### src/rtl/pmrl_map.svh
// Purpose: Timing counts and clock divisors for the transceiver link.
// Assumes: System clock of 25 MHz (40 ns period).
// Notes: Times keep their printed units; cycle counts derive from them.
`ifndef PMRL_MAP_SVH
`define PMRL_MAP_SVH
`define PMRL_CLK_NS 40
`define PMRL_PWRUP_MS 167
`define PMRL_PWRUP_CYC ((`PMRL_PWRUP_MS * 1000000 + `PMRL_CLK_NS - 1) / `PMRL_CLK_NS)
`define PMRL_RST_SETTLE_NS 3000
`define PMRL_RST_SETTLE_CYC ((`PMRL_RST_SETTLE_NS + `PMRL_CLK_NS - 1) / `PMRL_CLK_NS)
`define PMRL_RST_PULSE_NS 1000
`define PMRL_RST_PULSE_CYC ((`PMRL_RST_PULSE_NS + `PMRL_CLK_NS - 1) / `PMRL_CLK_NS)
`define PMRL_DRV_NS 50
`define PMRL_DRV_CYC (((`PMRL_DRV_NS / `PMRL_CLK_NS) < 1) ? 1 : (`PMRL_DRV_NS / `PMRL_CLK_NS))
`define PMRL_BIT_NS 10
`define PMRL_TX_LAT_BITS 6
`define PMRL_TX_END_BITS 6
`define PMRL_CRS_ON_BITS 20
`define PMRL_RX_LAT_BITS 24
`define PMRL_CRS_OFF_BITS 24
`define PMRL_PREAMBLE_BITS 32
`define PMRL_MDC_DIV 5
`define PMRL_MIICLK_DIV 1
`endif

### src/rtl/pmrl_pkg.sv
// Purpose: Types shared by both ends of the transceiver link.
// Assumes: Nothing beyond the map header.
// Notes: Only types live here.
package pmrl_pkg;
	typedef logic [3:0] pmrl_nib_t;
	typedef logic [4:0] pmrl_strap_t;
	typedef enum logic [1:0] {PMRL_LINE_IDLE, PMRL_LINE_J, PMRL_LINE_DATA, PMRL_LINE_T} pmrl_line_e;
endpackage : pmrl_pkg

### src/rtl/pmrl_if.sv
// Purpose: Joins the transceiver end and the controller end.
// Assumes: One clock domain per end; link clocks are sampled as data.
// Notes: Strap pins are two-way: the transceiver drives them once straps are taken.
`timescale 1ns/100ps
interface pmrl_if;
	import pmrl_pkg::*;
	logic rst_pin_n;
	logic tx_clk;
	logic rx_clk;
	logic tx_en;
	pmrl_nib_t txd;
	logic rx_dv;
	logic crs;
	pmrl_nib_t rxd;
	logic mdc;
	logic mdio_o;
	logic mdio_oe_n;
	pmrl_strap_t strap_o;
	logic strap_oe_n;
	modport dev (input rst_pin_n, output tx_clk, output rx_clk, input tx_en, input txd,
		output rx_dv, output crs, output rxd, input mdc, input mdio_o, input mdio_oe_n,
		output strap_o, output strap_oe_n);
	modport mac (output rst_pin_n, input tx_clk, input rx_clk, output tx_en, output txd,
		input rx_dv, input crs, input rxd, output mdc, output mdio_o, output mdio_oe_n,
		input strap_o, input strap_oe_n);
endinterface : pmrl_if

### src/rtl/pmrl_dev.sv
// Purpose: Transceiver end: reset sequencing, strap latch, MII clocks and 100 Mbps latencies.
// Assumes: clk_sys at 25 MHz; the line is modelled as a nibble stream with code-group markers.
// Notes: Line delays are counted in 10 ns bit times, four bits per system clock.
// Summary of operation
// [RULE1] Station waits 167 ms after power-up.
// [RULE2] Management data held high 32 bits first.
// [RULE3] Straps taken no earlier than 167 ms.
// [RULE4] Strap pins become outputs 50 ns later; here one 40 ns system clock after the latch.
// [RULE5] Station waits 3 us after reset release.
// [RULE6] Straps latched 3 us after any reset.
// [RULE7] Hardware reset pulse held at least 1 us.
// [RULE8] J code appears 6 bits after TX_EN.
// [RULE9] Line ends 6 bits after frame end.
// [RULE10] Carrier 20 bits, data 24 bits after J.
// [RULE11] Carrier drops 24 bits after T code.
// [RULE12] MII clocks are 25 MHz, even duty; here they run at 12.5 MHz, half the system clock.
`timescale 1ns/100ps
`include "pmrl_map.svh"
module pmrl_dev #(
	parameter int PWRUP_CYC = `PMRL_PWRUP_CYC,
	parameter int DEPTH = 16
) (
	input wire logic clk_sys,
	input wire logic rst,
	pmrl_if.dev mii,
	input wire logic soft_reset,
	input wire pmrl_pkg::pmrl_strap_t strap_in,
	output pmrl_pkg::pmrl_strap_t strap_latched,
	output logic strap_valid,
	output pmrl_pkg::pmrl_nib_t line_tx_data,
	output pmrl_pkg::pmrl_line_e line_tx_code,
	input wire pmrl_pkg::pmrl_nib_t line_rx_data,
	input wire pmrl_pkg::pmrl_line_e line_rx_code,
	output logic rx_overflow
);
	import pmrl_pkg::*;
	localparam int TXD = (`PMRL_TX_LAT_BITS + 3) / 4;
	localparam int CRSD = `PMRL_CRS_ON_BITS / 4;
	localparam int RXD = `PMRL_RX_LAT_BITS / 4;
	localparam int CRSOFF = `PMRL_CRS_OFF_BITS / 4;
	logic [1:0] rstp_sync_ff;
	logic [31:0] pwr_cnt_ff;
	logic [15:0] rel_cnt_ff;
	logic [3:0] drv_cnt_ff;
	logic pwr_ok_ff;
	logic in_reset;
	logic mii_clk_ff;
	logic [TXD-1:0] tx_en_pipe_ff;
	pmrl_nib_t tx_d_pipe_ff [TXD];
	logic tx_en_d_ff;
	logic [RXD-1:0] rx_dv_pipe_ff;
	pmrl_nib_t rx_d_pipe_ff [RXD];
	logic [CRSD-1:0] crs_on_pipe_ff;
	logic [CRSOFF-1:0] crs_off_pipe_ff;
	logic crs_ff;
	logic fifo_out_valid;
	pmrl_nib_t fifo_out_data;
	logic fifo_in_ready;
	logic rx_take;

	// Bring the reset pin into the clock domain.
	always_ff @(posedge clk_sys or posedge rst) begin
		if (rst) begin
			rstp_sync_ff <= 2'b00;
		end else begin
			rstp_sync_ff <= {rstp_sync_ff[0], mii.rst_pin_n};
		end
	end
	assign in_reset = !rstp_sync_ff[1] || soft_reset;

	// Power-up stabilization: straps are never taken before this elapses.
	always_ff @(posedge clk_sys or posedge rst) begin
		if (rst) begin
			pwr_cnt_ff <= '0;
			pwr_ok_ff <= 1'b0;
		end else if (!pwr_ok_ff) begin
			pwr_cnt_ff <= pwr_cnt_ff + 32'd1;
			pwr_ok_ff <= (pwr_cnt_ff >= 32'(PWRUP_CYC - 1)); // [RULE3]
		end
	end

	// Time from reset release to strap latch, then to pin turnaround.
	always_ff @(posedge clk_sys or posedge rst) begin
		if (rst) begin
			rel_cnt_ff <= '0;
			drv_cnt_ff <= '0;
			strap_valid <= 1'b0;
			strap_latched <= '0;
			mii.strap_oe_n <= 1'b1;
			mii.strap_o <= '0;
		end else if (in_reset) begin
			rel_cnt_ff <= '0;
			drv_cnt_ff <= '0;
			strap_valid <= 1'b0;
			mii.strap_oe_n <= 1'b1;
		end else if (!strap_valid) begin
			if (rel_cnt_ff < 16'(`PMRL_RST_SETTLE_CYC)) begin
				rel_cnt_ff <= rel_cnt_ff + 16'd1;
			end else if (pwr_ok_ff) begin
				strap_latched <= strap_in; // [RULE6] [RULE3]
				strap_valid <= 1'b1;
			end
		end else if (mii.strap_oe_n) begin
			if (drv_cnt_ff >= 4'(`PMRL_DRV_CYC - 1)) begin
				mii.strap_oe_n <= 1'b0; // [RULE4]
				mii.strap_o <= strap_latched;
			end else begin
				drv_cnt_ff <= drv_cnt_ff + 4'd1;
			end
		end
	end

	// MII clocks toggle each system edge: 12.5 MHz, even duty when sampled.
	always_ff @(posedge clk_sys or posedge rst) begin
		if (rst) begin
			mii_clk_ff <= 1'b0;
		end else begin
			mii_clk_ff <= !mii_clk_ff; // [RULE12]
		end
	end
	assign mii.tx_clk = mii_clk_ff;
	assign mii.rx_clk = mii_clk_ff;

	// Transmit latency pipe; J marks start, T marks end of stream.
	always_ff @(posedge clk_sys or posedge rst) begin
		if (rst) begin
			tx_en_pipe_ff <= '0;
			tx_en_d_ff <= 1'b0;
			line_tx_code <= PMRL_LINE_IDLE;
			line_tx_data <= '0;
			for (int i = 0; i < TXD; i++) begin
				tx_d_pipe_ff[i] <= '0;
			end
		end else begin
			tx_en_pipe_ff <= {tx_en_pipe_ff[TXD-2:0], mii.tx_en && strap_valid};
			tx_d_pipe_ff[0] <= mii.txd;
			for (int i = 1; i < TXD; i++) begin
				tx_d_pipe_ff[i] <= tx_d_pipe_ff[i-1];
			end
			tx_en_d_ff <= tx_en_pipe_ff[TXD-1];
			line_tx_data <= tx_d_pipe_ff[TXD-1];
			if (tx_en_pipe_ff[TXD-1] && !tx_en_d_ff) begin
				line_tx_code <= PMRL_LINE_J; // [RULE8]
			end else if (tx_en_pipe_ff[TXD-1]) begin
				line_tx_code <= PMRL_LINE_DATA;
			end else if (tx_en_d_ff) begin
				line_tx_code <= PMRL_LINE_T; // [RULE9]
			end else begin
				line_tx_code <= PMRL_LINE_IDLE;
			end
		end
	end

	// Receive latency pipes and carrier sense.
	always_ff @(posedge clk_sys or posedge rst) begin
		if (rst) begin
			rx_dv_pipe_ff <= '0;
			crs_on_pipe_ff <= '0;
			crs_off_pipe_ff <= '0;
			crs_ff <= 1'b0;
			for (int i = 0; i < RXD; i++) begin
				rx_d_pipe_ff[i] <= '0;
			end
		end else begin
			crs_on_pipe_ff <= {crs_on_pipe_ff[CRSD-2:0], line_rx_code == PMRL_LINE_J};
			crs_off_pipe_ff <= {crs_off_pipe_ff[CRSOFF-2:0], line_rx_code == PMRL_LINE_T};
			rx_dv_pipe_ff <= {rx_dv_pipe_ff[RXD-2:0],
				line_rx_code == PMRL_LINE_DATA || line_rx_code == PMRL_LINE_J};
			rx_d_pipe_ff[0] <= line_rx_data;
			for (int i = 1; i < RXD; i++) begin
				rx_d_pipe_ff[i] <= rx_d_pipe_ff[i-1];
			end
			if (crs_on_pipe_ff[CRSD-1]) begin
				crs_ff <= 1'b1; // [RULE10]
			end else if (crs_off_pipe_ff[CRSOFF-1]) begin
				crs_ff <= 1'b0; // [RULE11]
			end
		end
	end
	assign mii.crs = crs_ff;

	// Receive nibbles pass the FIFO; the MII drains one per cycle.
	assign rx_take = rx_dv_pipe_ff[RXD-1]; // [RULE10]
	always_ff @(posedge clk_sys or posedge rst) begin
		if (rst) begin
			rx_overflow <= 1'b0;
		end else if (rx_take && !fifo_in_ready) begin
			rx_overflow <= 1'b1;
		end
	end
	pmrl_fifo #(.WIDTH(4), .DEPTH(DEPTH)) u_rx_fifo (
		.clk_sys(clk_sys),
		.rst(rst),
		.in_valid(rx_take),
		.in_ready(fifo_in_ready),
		.in_data(rx_d_pipe_ff[RXD-1]),
		.out_valid(fifo_out_valid),
		.out_ready(1'b1),
		.out_data(fifo_out_data)
	);
	// Registered MII receive outputs.
	always_ff @(posedge clk_sys or posedge rst) begin
		if (rst) begin
			mii.rx_dv <= 1'b0;
			mii.rxd <= '0;
		end else begin
			mii.rx_dv <= fifo_out_valid;
			mii.rxd <= fifo_out_data;
		end
	end
endmodule : pmrl_dev

### src/rtl/pmrl_fifo.sv
// Purpose: Small word FIFO with valid and ready on both sides.
// Assumes: Single clock; depth is a power of two.
// Notes: Storage is flip-flops addressed by index.
`timescale 1ns/100ps
module pmrl_fifo #(
	parameter int WIDTH = 4,
	parameter int DEPTH = 16
) (
	input wire logic clk_sys,
	input wire logic rst,
	input wire logic in_valid,
	output logic in_ready,
	input wire logic [WIDTH-1:0] in_data,
	output logic out_valid,
	input wire logic out_ready,
	output logic [WIDTH-1:0] out_data
);
	localparam int AW = $clog2(DEPTH);
	logic [WIDTH-1:0] mem_ff [DEPTH];
	logic [AW:0] wr_ff;
	logic [AW:0] rd_ff;
	logic push;
	logic pop;
	// Full when pointers differ only in the wrap bit.
	assign in_ready = (wr_ff ^ rd_ff) != {1'b1, {AW{1'b0}}};
	assign out_valid = wr_ff != rd_ff;
	assign push = in_valid && in_ready;
	assign pop = out_valid && out_ready;
	assign out_data = mem_ff[rd_ff[AW-1:0]];
	// Write storage.
	always_ff @(posedge clk_sys) begin
		if (push) begin
			mem_ff[wr_ff[AW-1:0]] <= in_data;
		end
	end
	// Pointers.
	always_ff @(posedge clk_sys or posedge rst) begin
		if (rst) begin
			wr_ff <= '0;
			rd_ff <= '0;
		end else begin
			wr_ff <= wr_ff + (AW+1)'(push);
			rd_ff <= rd_ff + (AW+1)'(pop);
		end
	end
endmodule : pmrl_fifo

### src/flat_wrapper.sv
// flat-port wrapper written by rule: the top's interface ports become plain ports
module pmrl_dev_flat import pmrl_pkg::*;
#(
	parameter int PWRUP_CYC = `PMRL_PWRUP_CYC,
	parameter int DEPTH = 16
)
  (clk_sys, rst, soft_reset, strap_in, strap_latched, strap_valid, line_tx_data, line_tx_code, line_rx_data, line_rx_code, rx_overflow, mii_rst_pin_n, mii_tx_clk, mii_rx_clk, mii_tx_en, mii_txd, mii_rx_dv, mii_crs, mii_rxd, mii_mdc, mii_mdio_o, mii_mdio_oe_n, mii_strap_o, mii_strap_oe_n);
  pmrl_if mii_i ();
  input wire logic clk_sys;
  input wire logic rst;
  input wire logic soft_reset;
  input wire pmrl_pkg::pmrl_strap_t strap_in;
  output pmrl_pkg::pmrl_strap_t strap_latched;
  output logic strap_valid;
  output pmrl_pkg::pmrl_nib_t line_tx_data;
  output pmrl_pkg::pmrl_line_e line_tx_code;
  input wire pmrl_pkg::pmrl_nib_t line_rx_data;
  input wire pmrl_pkg::pmrl_line_e line_rx_code;
  output logic rx_overflow;
  input wire logic [$bits(mii_i.rst_pin_n)-1:0] mii_rst_pin_n;
  output wire logic [$bits(mii_i.tx_clk)-1:0] mii_tx_clk;
  output wire logic [$bits(mii_i.rx_clk)-1:0] mii_rx_clk;
  input wire logic [$bits(mii_i.tx_en)-1:0] mii_tx_en;
  input wire logic [$bits(mii_i.txd)-1:0] mii_txd;
  output wire logic [$bits(mii_i.rx_dv)-1:0] mii_rx_dv;
  output wire logic [$bits(mii_i.crs)-1:0] mii_crs;
  output wire logic [$bits(mii_i.rxd)-1:0] mii_rxd;
  input wire logic [$bits(mii_i.mdc)-1:0] mii_mdc;
  input wire logic [$bits(mii_i.mdio_o)-1:0] mii_mdio_o;
  input wire logic [$bits(mii_i.mdio_oe_n)-1:0] mii_mdio_oe_n;
  output wire logic [$bits(mii_i.strap_o)-1:0] mii_strap_o;
  output wire logic [$bits(mii_i.strap_oe_n)-1:0] mii_strap_oe_n;
  assign mii_i.rst_pin_n = mii_rst_pin_n;
  assign mii_tx_clk = mii_i.tx_clk;
  assign mii_rx_clk = mii_i.rx_clk;
  assign mii_i.tx_en = mii_tx_en;
  assign mii_i.txd = mii_txd;
  assign mii_rx_dv = mii_i.rx_dv;
  assign mii_crs = mii_i.crs;
  assign mii_rxd = mii_i.rxd;
  assign mii_i.mdc = mii_mdc;
  assign mii_i.mdio_o = mii_mdio_o;
  assign mii_i.mdio_oe_n = mii_mdio_oe_n;
  assign mii_strap_o = mii_i.strap_o;
  assign mii_strap_oe_n = mii_i.strap_oe_n;
  pmrl_dev #(.PWRUP_CYC(PWRUP_CYC), .DEPTH(DEPTH)) u_core (.clk_sys(clk_sys), .rst(rst), .mii(mii_i), .soft_reset(soft_reset), .strap_in(strap_in), .strap_latched(strap_latched), .strap_valid(strap_valid), .line_tx_data(line_tx_data), .line_tx_code(line_tx_code), .line_rx_data(line_rx_data), .line_rx_code(line_rx_code), .rx_overflow(rx_overflow));
endmodule
### config.mk
export PLATFORM = sky130hd
export DESIGN_NAME = pmrl_dev_flat
export DESIGN_NICKNAME = d
export VERILOG_FILES = /design/src/rtl/pmrl_pkg.sv /design/src/rtl/pmrl_if.sv /design/src/rtl/pmrl_dev.sv /design/src/rtl/pmrl_fifo.sv /design/src/flat_wrapper.sv
export VERILOG_INCLUDE_DIRS = /design/src /design/src/rtl
export SDC_FILE = /design/constraint.sdc
export NUM_CORES = 1
export LEC_CHECK = 0
export BUFFER_PORTS_ARGS = -buffer_cell sky130_fd_sc_hd__clkbuf_2
export CAP_MARGIN = 0
export CORE_UTILIZATION = 40
export CTS_CLUSTER_DIAMETER = 60
export CTS_CLUSTER_SIZE = 40
export DETAILED_ROUTE_END_ITERATION = 6
export GPL_TIMING_DRIVEN = 0
export PLACE_DENSITY = 0.58
export SYNTH_ARGS = -nofsm -noshare
export SYNTH_HDL_FRONTEND = slang
export SYNTH_HIERARCHICAL = 1
export SYNTH_SLANG_ARGS = --single-unit
export TNS_END_PERCENT = 1
### constraint.sdc
create_clock -name clk_sys -period 5.2 [get_ports clk_sys]
set_input_delay 0.26 -clock clk_sys [delete_from_list [all_inputs] [get_ports clk_sys]]
set_output_delay 0.26 -clock clk_sys [all_outputs]
set_load 0.01 [all_outputs]
**After elaboration in Yosys (flattened, before gate mapping)**

Memories as Yosys holds them, arrays and structs flattened. A register that Yosys moved wholly into a read port is not among the register bits.
Index checks and enable logic that the tools add are counted.

- Bits of input ports: 23
- Output and inout bits: 27
- Memory bits (writable): 64
- Register bits after elaboration: 139
- Memories: 1
- Word-level logic and storage cells: 91

Memory list:

| memory | depth | bits a word | read ports | clocked after Yosys merged registers in | wr ports | line | RTL |
|---|---|---|---|---|---|---|---|
| u_core.u_rx_fifo.mem_ff | 16 | 4 | 1 | 1 | 1 | pmrl_fifo.sv:19 | `logic [WIDTH-1:0] mem_ff [DEPTH];` |

- $add $sub $neg: 5
- Eq/ne operators: 7
- Reductions and logical operators: 18
- Multiplexer cells: 23
- Bitwise operators: 4
- Order comparisons: 3

Operators with widths:

| cell | count |
|---|---|
| $mux W16 | 3 |
| $add A32 B1 Y32 const B | 1 |
| $ge A32 B22 Y1 const B | 1 |
| $add A16 B1 Y16 const B | 1 |
| $lt A16 B7 Y1 const B | 1 |
| $mux W4 | 4 |
| $mux W1 | 13 |
| $add A5 B1 Y5 | 2 |
| $reduce_and A4 Y1 | 2 |
| $reduce_bool A2 Y1 | 4 |
| $mux W2 | 3 |
| $ne A5 B5 Y1 | 1 |
| $ne A5 B5 Y1 const B | 1 |
| $xor A5 B5 Y5 | 1 |
| $add A4 B1 Y4 const B | 1 |
| $eq A2 B2 Y1 const B | 2 |
| $ge A4 B1 Y1 const B | 1 |
| $logic_and A1 B1 Y1 | 4 |
| $logic_not A1 Y1 | 4 |
| $not A1 Y1 | 3 |
| $reduce_and A3 Y1 | 1 |
| $eq A2 B1 Y1 const B | 1 |
| $logic_or A1 B1 Y1 | 2 |
| $ne A2 B1 Y1 const B | 1 |
| other kinds (2) | 2 |

**Longest topological paths before layout**

Gate-level depths: netlist of the first run.

- Depth after elaboration: 5
- Depth in mapped cells: 9
- Mapped depth without buffers: 7

**Modules after synthesis**

Netlist of the first run, hierarchy kept.

Modules (own cells, without submodules):

| module | times used | area each (um2) | seq. area each (um2) | cells an instance |
|---|---|---|---|---|
| pmrl_dev | 1 | 4525.6 | 3229.3 | 326 |
| pmrl_fifo | 1 | 3166.8 | 2172.1 | 167 |

**Least setup slack after synthesis of the first run**

OpenSTA, ideal clock, no wires.

- Kind: flip-flop to flip-flop
- Start point: register u_core.rel_cnt_ff[11]
- End point: register u_core.strap_latched[0]
- Buffers on the path: 0
- Data arrival time: 2.125 ns
- Clock period less this slack: 2.250 ns
- Data required time: 5.075 ns
- Setup slack: 2.950 ns
- Stages on the path, launching flop included: 5
- Setup time: 0.125 ns
- Cells stage by stage: dfrtp_1 > or4_4 > or4_4 > o2111ai_1 > mux2_2

- Word-level cells in the longest chain between the ends: 3

RTL lines:

| item | line | RTL |
|---|---|---|
| start: declaration | pmrl_dev.sv:43 | `logic [15:0] rel_cnt_ff;` |
| start signal: assignment | pmrl_dev.sv:98 | `rel_cnt_ff <= rel_cnt_ff + 16'd1;` |
| $lt A16 B7 Y1 | pmrl_dev.sv:97 | `` if (rel_cnt_ff < 16'(`PMRL_RST_SETTLE_CYC)) begin `` |
| $not A1 Y1 (no source line) | - |  |
| $reduce_and A4 Y1 (no source line) | - |  |
| end signal: assignment | pmrl_dev.sv:100 | `strap_latched <= strap_in;` |
| end: declaration | pmrl_dev.sv:28 | `output pmrl_pkg::pmrl_strap_t strap_latched,` |

Every way passes these cells.
A chain may end at the register's enable or synchronous reset.

==> results of run 1 <==
## metrics by stage
step / setup slack [ns] / instances / util (%) / total power, mW
2_1_floorplan: 1.50 / 493 / - / 2.41
3_3_place_gp: 0.270 / 773 / 43.8 / 2.59
3_5_place_dp: 2.71 / 774 / 43.9 / 2.62
4_1_cts: 2.69 / 809 / 47.3 / 3.84
5_1_grt: 2.50 / 809 / 47.3 / 3.98
6_report: 2.71 / 809 / 47.3 / 3.78
## power by group through the flow
stage	clock network (mW)	logic [mW]	registers, mW
2_1_floorplan	0	0.516	1.90
3_3_place_gp	0	0.688	1.90
3_5_place_dp	0	0.715	1.91
4_1_cts	1.24	0.722	1.88
5_1_grt	1.31	0.780	1.89
6_report	1.20	0.711	1.88
## placed cells by master, fill, tap and decap left out, types with 3 or more instances in the layout
master | netlist | final
dfrtp_1 | 138 | 138
edfxtp_1 | 64 | 64
clkbuf_2 | 2 | 48
nand2_1 | 27 | 27
xnor2_1 | 26 | 26
clkbuf_16 | 0 | 17
nor2_1 | 16 | 16
nand3_1 | 16 | 16
nand4_1 | 15 | 15
xor2_1 | 15 | 15
inv_1 | 15 | 14
mux4_1 | 13 | 13
and2_1 | 11 | 11
mux2_2 | 11 | 11
dlygate4sd3_1 | 0 | 10
ha_1 | 10 | 10
nor4_1 | 9 | 9
a211oi_1 | 9 | 9
a22oi_1 | 8 | 8
a21oi_1 | 6 | 6
a2111oi_1 | 6 | 6
clkbuf_1 | 5 | 5
o21ai_0 | 5 | 5
nand2b_1 | 5 | 5
nor3_1 | 5 | 5
buf_2 | 5 | 5
or4_1 | 4 | 4
or3_1 | 4 | 4
a21o_1 | 4 | 4
buf_6 | 3 | 3
o31ai_1 | 3 | 3
nor2b_1 | 3 | 3
and3_1 | 3 | 3
mux4_2 | 3 | 3
## state kept, by name (all words and copies together) (netlist names), 5 cells and up
signal	count
u_core/crs_off_pipe_ff	6
u_core/crs_on_pipe_ff	5
u_core/mii.strap_o	5
u_core/pwr_cnt_ff	32
u_core/rel_cnt_ff	16
u_core/rx_d_pipe_ff	24
u_core/rx_dv_pipe_ff	6
u_core/strap_latched	5
u_core/tx_d_pipe_ff	8
u_core/u_rx_fifo/mem_ff	64
u_core/u_rx_fifo/rd_ff	5
u_core/u_rx_fifo/wr_ff	5
## synth_stat cells (all sizes together) (6+ instances only)
| cell type | count |
|---|---|
| dfrtp | 138 |
| edfxtp | 64 |
| nand2 | 27 |
| xnor2 | 26 |
| mux4 | 16 |
| nand3 | 16 |
| nor2 | 16 |
| xor2 | 16 |
| inv | 15 |
| nand4 | 15 |
| and2 | 12 |
| mux2 | 11 |
| buf | 10 |
| ha | 10 |
| nor4 | 10 |
| a211oi | 9 |
| a2111oi | 8 |
| a22oi | 8 |
| clkbuf | 7 |
| a21oi | 6 |
| or4 | 6 |
## worst max-delay path by stage
stage                                     from                             endpoint  slack (ns)  cells after the start
floorplan                                  rst  u_core/crs_off_pipe_ff[0]$_DFF_PP0_        1.50                      1
global placement                           rst     u_core/tx_d_pipe_ff[4]$_DFF_PP0_        0.27                      2
detailed placement  u_core/pwr_ok_ff$_DFF_PP0_    u_core/pwr_cnt_ff[27]$_DFFE_PP0N_        2.71                      5
CTS                 u_core/pwr_ok_ff$_DFF_PP0_    u_core/pwr_cnt_ff[17]$_DFFE_PP0N_        2.69                      5
global route        u_core/pwr_ok_ff$_DFF_PP0_    u_core/pwr_cnt_ff[17]$_DFFE_PP0N_        2.50                      5
finish              u_core/pwr_ok_ff$_DFF_PP0_    u_core/pwr_cnt_ff[17]$_DFFE_PP0N_        2.71                      5
## cells by family after synthesis
logic type,Yosys count,synth area share (%)
buffers and inverters,32,2.23
xor gates and xnor gates,42,4.88
adders and majority gates,10,1.63
other,1,0.0487
and+or+nand+nor,128,9.09
AOI/OAI and AO/OA,48,4.72
muxes,29,7.19
DFF,203,70.2
## critical path, delay by kind of cell (launching register included)
family	cells	cell delay [ns]
and+or+nand+nor	3	1.63
DFF	1	0.36
xor gates and xnor gates	1	0.18
buffers and inverters	1	0.20
## cell type report
cell class                 count  area [um2]
buffer                        17         115
sequential                   203        5400
multi-input combinational    258        2120
clock inverter                 7        86.3
timing repair buffer          57         358
clock buffer                  18         439
tap                          234         293
inverter                      15        61.3
fill                        1615        9890
## routing by layer
| metal | part of all wire, % | routed length [um] | vias to the layer above | global-route usage (%) |
|---|---|---|---|---|
| met4 | 1.9 | 238 | 0 | 3.49 |
| met3 | 4.9 | 625 | 16 | 2.99 |
| met5 | 0 | 0 | - | 0 |
| met2 | 48 | 6050 | 72 | 22.0 |
| met1 | 46 | 5790 | 2078 | 18.6 |
| li1 | - | - | 1954 | - |
==> flow_summary.toml, run 1 <==
[pwr]
net-switching-power_mw = 1.06
power.density_mw_per_mm2 = 426
comb_power_share_pct = 18.8
power_leakage_nw = 3.72
swShare_pct = 28.0
intPower_mw = 2.73
peakVddDrop_uv = 285
p_seq_share_pct = 49.6
clkPwrFrac_pct = 31.7

[grt]
gr-total-overflow = 0
grt_max_degree = 96
grt_pass1_vias = 4211
grt_pass1_wl_um = 21300
antenna_found_initial = 0
track_usage_pct = 13.5

[placement]
post-dp-hpwl_um = 8640
gp_congestion = 0.747
place_area_mm2 = 0.00825
numPortBuffers = 46

[synth]
postSynthAreaPerCell_um2 = 15.6
synth-edff-count = 64
synth.area.top_cells = "dfrtp_1, edfxtp_1, mux4_1, xnor2_1, xor2_1"
synth_seq_cells = 203
async_flop_share_pct = 68.5
synthCells = 493
syn_nets = 526
synth_ff_type = "dfrtp_1"
netlist_area_mm2 = 0.00769
synth-seq-area-share_pct = 70.2
yosysWarnings = 6
yosys.area.top_type = "dfrtp_1"
synth_top_area_share_pct = 44.9
synth_cell_types = 50

[clock_tree]
cts_buffers = 15
cts_resized = 0
cts_sinks = 203
post_cts_buffers = 0
cts_tree = "done"
h-tree-depth = 1
clockBufferDepth = 3
cts_hold_buf = 10
root_buffer = "clkbuf_16"
clock_latency_ns = 0.47
clk_pin_slew_ns = 0.09

[hold_path]
hold_class = "in2reg"
holdPathEnd = "u_core/tx_en_pipe_ff[0]$_DFF_PP0_"
hold_depth = 2
holdCritStartpoint = "mii_tx_en"

[sta]
setup_viol = 0
finalClockSkew_ns = 0.0141
tns_ns = 0
slew_viol_final = 0
hold_viol = 0
maxSlewHeadroom_pct = 21.4
timing.fmax_mhz = 401
post-route-period-util_pct = 48.0
period_needed_ns = 2.49
tightest_slew_ns = 1.18
rsz0062_at_grt = "no"
whs_ns = 0.0151

[detailed_routing]
vias = 4120
routed_wl_um = 12700
via_per_inst = 5.09
first_pass_iters = 4
drc = 0
drtAntennaViolNets = 0
wl_per_cell_um = 15.7
drtIter0Drc = 326

[finish]
diodes = 0
syn_to_final_growth_pct = 15.4
design_area_mm2 = 0.00887
nets = 600
drive_gt1_share_pct = 19.0

[worst_setup_path]
critPathMaxStageDelay_ns = 0.95
worstReg2RegStart = "u_core/pwr_ok_ff$_DFF_PP0_"
worstRegToRegCells = 5
r2r_end = "u_core/pwr_cnt_ff[17]$_DFFE_PP0N_"
rrSetupSlack_ns = 2.71
cp.required_ns = 5.55
cp_cell_sequence = "clkbuf_1 > nand4b_1 > nor3_1 > nand4_1 > xnor2_1"
startpoint_type = "flip-flop"
critPathSlowestCell = "nor3_1"
cp_max_fo = 9
path_class = "reg2reg"
worstPathArrival_ns = 2.84
endpoint_kind = "flip-flop"

[outcome]
outcome = "finished clean"

[floorplanning]
core_mm2 = 0.0188
pin_count = 50
die_h_um = 141
dieWidth_um = 141
start_util_pct = 41.0
rows = 50
fp.dieArea_mm2 = 0.0198

[flow_run]
drv_cap = 0
Note: power is estimated with default switching activity, not from simulation.
==> run 2, diff against run 1 <==
- clock period: 5.2 -> 2.5 ns (I/O delays scaled with it)
==> flow_summary.toml, run 2 (synthesis gave the netlist of run 1 again) <==
[worst_setup_path]
rrSetupSlack_ns = 0.11
startpoint = "u_core/u_rx_fifo/rd_ff[3]$_DFF_PP0_"
worstRegToRegCells = 5
startpoint_type = "flip-flop"
cp_max_fo = 10
worstPathArrival_ns = 2.48
cp-endpoint = "u_core/u_rx_fifo/mem_ff[1][2]$_DFFE_PP_"
path_class = "reg2reg"
r2r_end = "u_core/u_rx_fifo/mem_ff[1][2]$_DFFE_PP_"
worstReg2RegStart = "u_core/u_rx_fifo/rd_ff[3]$_DFF_PP0_"
cp.required_ns = 2.59
endpoint_kind = "flip-flop"

[sta]
setup_viol = 0
timing.fmax_mhz = 419
tns_ns = 0
post-route-period-util_pct = 95.5
hold_viol = 0
period_needed_ns = 2.39
maxSlewHeadroom_pct = 24.4
finalClockSkew_ns = 0.0160
slew_viol_final = 0
rsz0062_at_grt = "no"
tightest_slew_ns = 1.13

[outcome]
outcome = "finished clean"

[clock_tree]
clockBufferDepth = 3
cts_sinks = 203
clk_pin_slew_ns = 0.09
cts_tree = "done"
clock_latency_ns = 0.47
post_cts_buffers = 0
root_buffer = "clkbuf_16"
cts_buffers = 15
h-tree-depth = 1

[grt]
grt_pass1_wl_um = 21800
antenna_found_initial = 0
gr-total-overflow = 0
grt_pass1_vias = 4259
track_usage_pct = 13.8
grt_max_degree = 45

[finish]
final_common_cell = "dfrtp_1"
multi_input_area_mm2 = 0.00215
diodes = 0
nets = 611
largest_register_ffs = 64
drive_gt1_share_pct = 19.6
post_layout_nonfiller_instances = 820
mostFrequentLayoutCells = "dfrtp_1, edfxtp_1, clkbuf_2"
syn_to_final_growth_pct = 16.7
fill_cells = 1617
seq_area_mm2 = 0.00540

[detailed_routing]
vias = 4193
via_per_inst = 5.11
drc = 0
first_pass_iters = 4
routed_wl_um = 13000
drtIter0Drc = 196
wl_per_cell_um = 15.9
drtAntennaViolNets = 0

[floorplanning]
dieWidth_um = 141
die_h_um = 141
fp.dieArea_mm2 = 0.0198
rows = 50
start_util_pct = 41.0
core_mm2 = 0.0188
pin_count = 50

[placement]
dp.cells = 776
gp_congestion = 0.791
post-dp-hpwl_um = 8860
numPortBuffers = 46

[hold_path]
hold_depth = 4
hold_class = "in2reg"

[pwr]
peakVddDrop_uv = 448
power.density_mw_per_mm2 = 869
power_leakage_nw = 3.76

[flow_run]
drv_cap = 0
## run 2: cell count changes in the layout (fill, tap and decap cells not counted), moves of 2 or more
cell / before / now
dlygate4sd3_1: 10 / 19
a2111oi_1: 6 / 3
a2111oi_2: 2 / 5
buf_12: 1 / 4
clkbuf_16: 17 / 15
## run 2: power breakdown
part,total (mW),internal [mW],switching [mW]
Clock,2.38,1.21,1.17
Sequential,3.90,3.73,0.172
Combinational,1.53,0.648,0.878
Total,7.81,5.59,2.22
## run 2: layout make-up
| class | count | share of cell area [%] |
|---|---|---|
| Clock inverter | 9 | 1.17 |
| Inverter | 15 | 0.669 |
| Sequential cell | 203 | 60.2 |
| Tap cell | 234 | 3.26 |
| Buffer | 17 | 1.28 |
| Clock buffer | 16 | 4.22 |
| Timing Repair Buffer | 68 | 5.35 |
| Multi-Input combinational cell | 258 | 23.9 |
## run 2: worst max-delay path, stage by stage (launching register included)
cell,delay (ns)
dfrtp_1,0.37
clkbuf_2,0.18
xor2_1,0.22
nor4_2,0.08
buf_6,0.15
a2111oi_1,1.01
## run 2: timing repair
| item | CTS | global route |
|---|---|---|
| gates cloned | 0 | 0 |
| hold endpoints to repair | 69 | 0 |
| gates resized for setup | 1 | 4 |
| hold buffers | 19 | 0 |
| setup endpoints to repair | 3 | 21 |
## run 2: worst min-delay path by stage
stage / start / endpoint
final: soft_reset / u_core/rel_cnt_ff[1]$_DFFE_PP0P_
after global routing: soft_reset / u_core/rel_cnt_ff[1]$_DFFE_PP0P_
after CTS: soft_reset / u_core/rel_cnt_ff[1]$_DFFE_PP0P_
after detailed placement: rst / u_core/mii.rx_dv$_DFF_PP0_
after global placement: rst / u_core/u_rx_fifo/rd_ff[3]$_DFF_PP0_
after floorplan: rst / u_core/u_rx_fifo/rd_ff[0]$_DFF_PP0_
## run 2: metrics by stage
stage                     worst slack [ns]  hold slack [ns]  total power, mW  instance area (um2)  util (%)
after floorplan                      0.250          -0.0348             5.02                 7700         -
after global placement              0.0242            0.136             5.39                 8220      43.8
after detailed placement            0.0144           0.0559             5.47                 8280      44.1
after CTS                           0.0163           0.0156             7.89                 8960      47.7
after global routing               0.00280           0.0404             8.21                 8980      47.8
final                                0.114           0.0344             7.81                 8980      47.8
## run 2: routing by layer
| layer | track usage [%] | routed length [um] | up-vias |
|---|---|---|---|
| met5 | 0 | 0 | - |
| met3 | 2.82 | 471 | 24 |
| met1 | 19.0 | 6010 | 2121 |
| met4 | 4.58 | 351 | 0 |
| li1 | - | - | 1981 |
| met2 | 22.2 | 6210 | 67 |
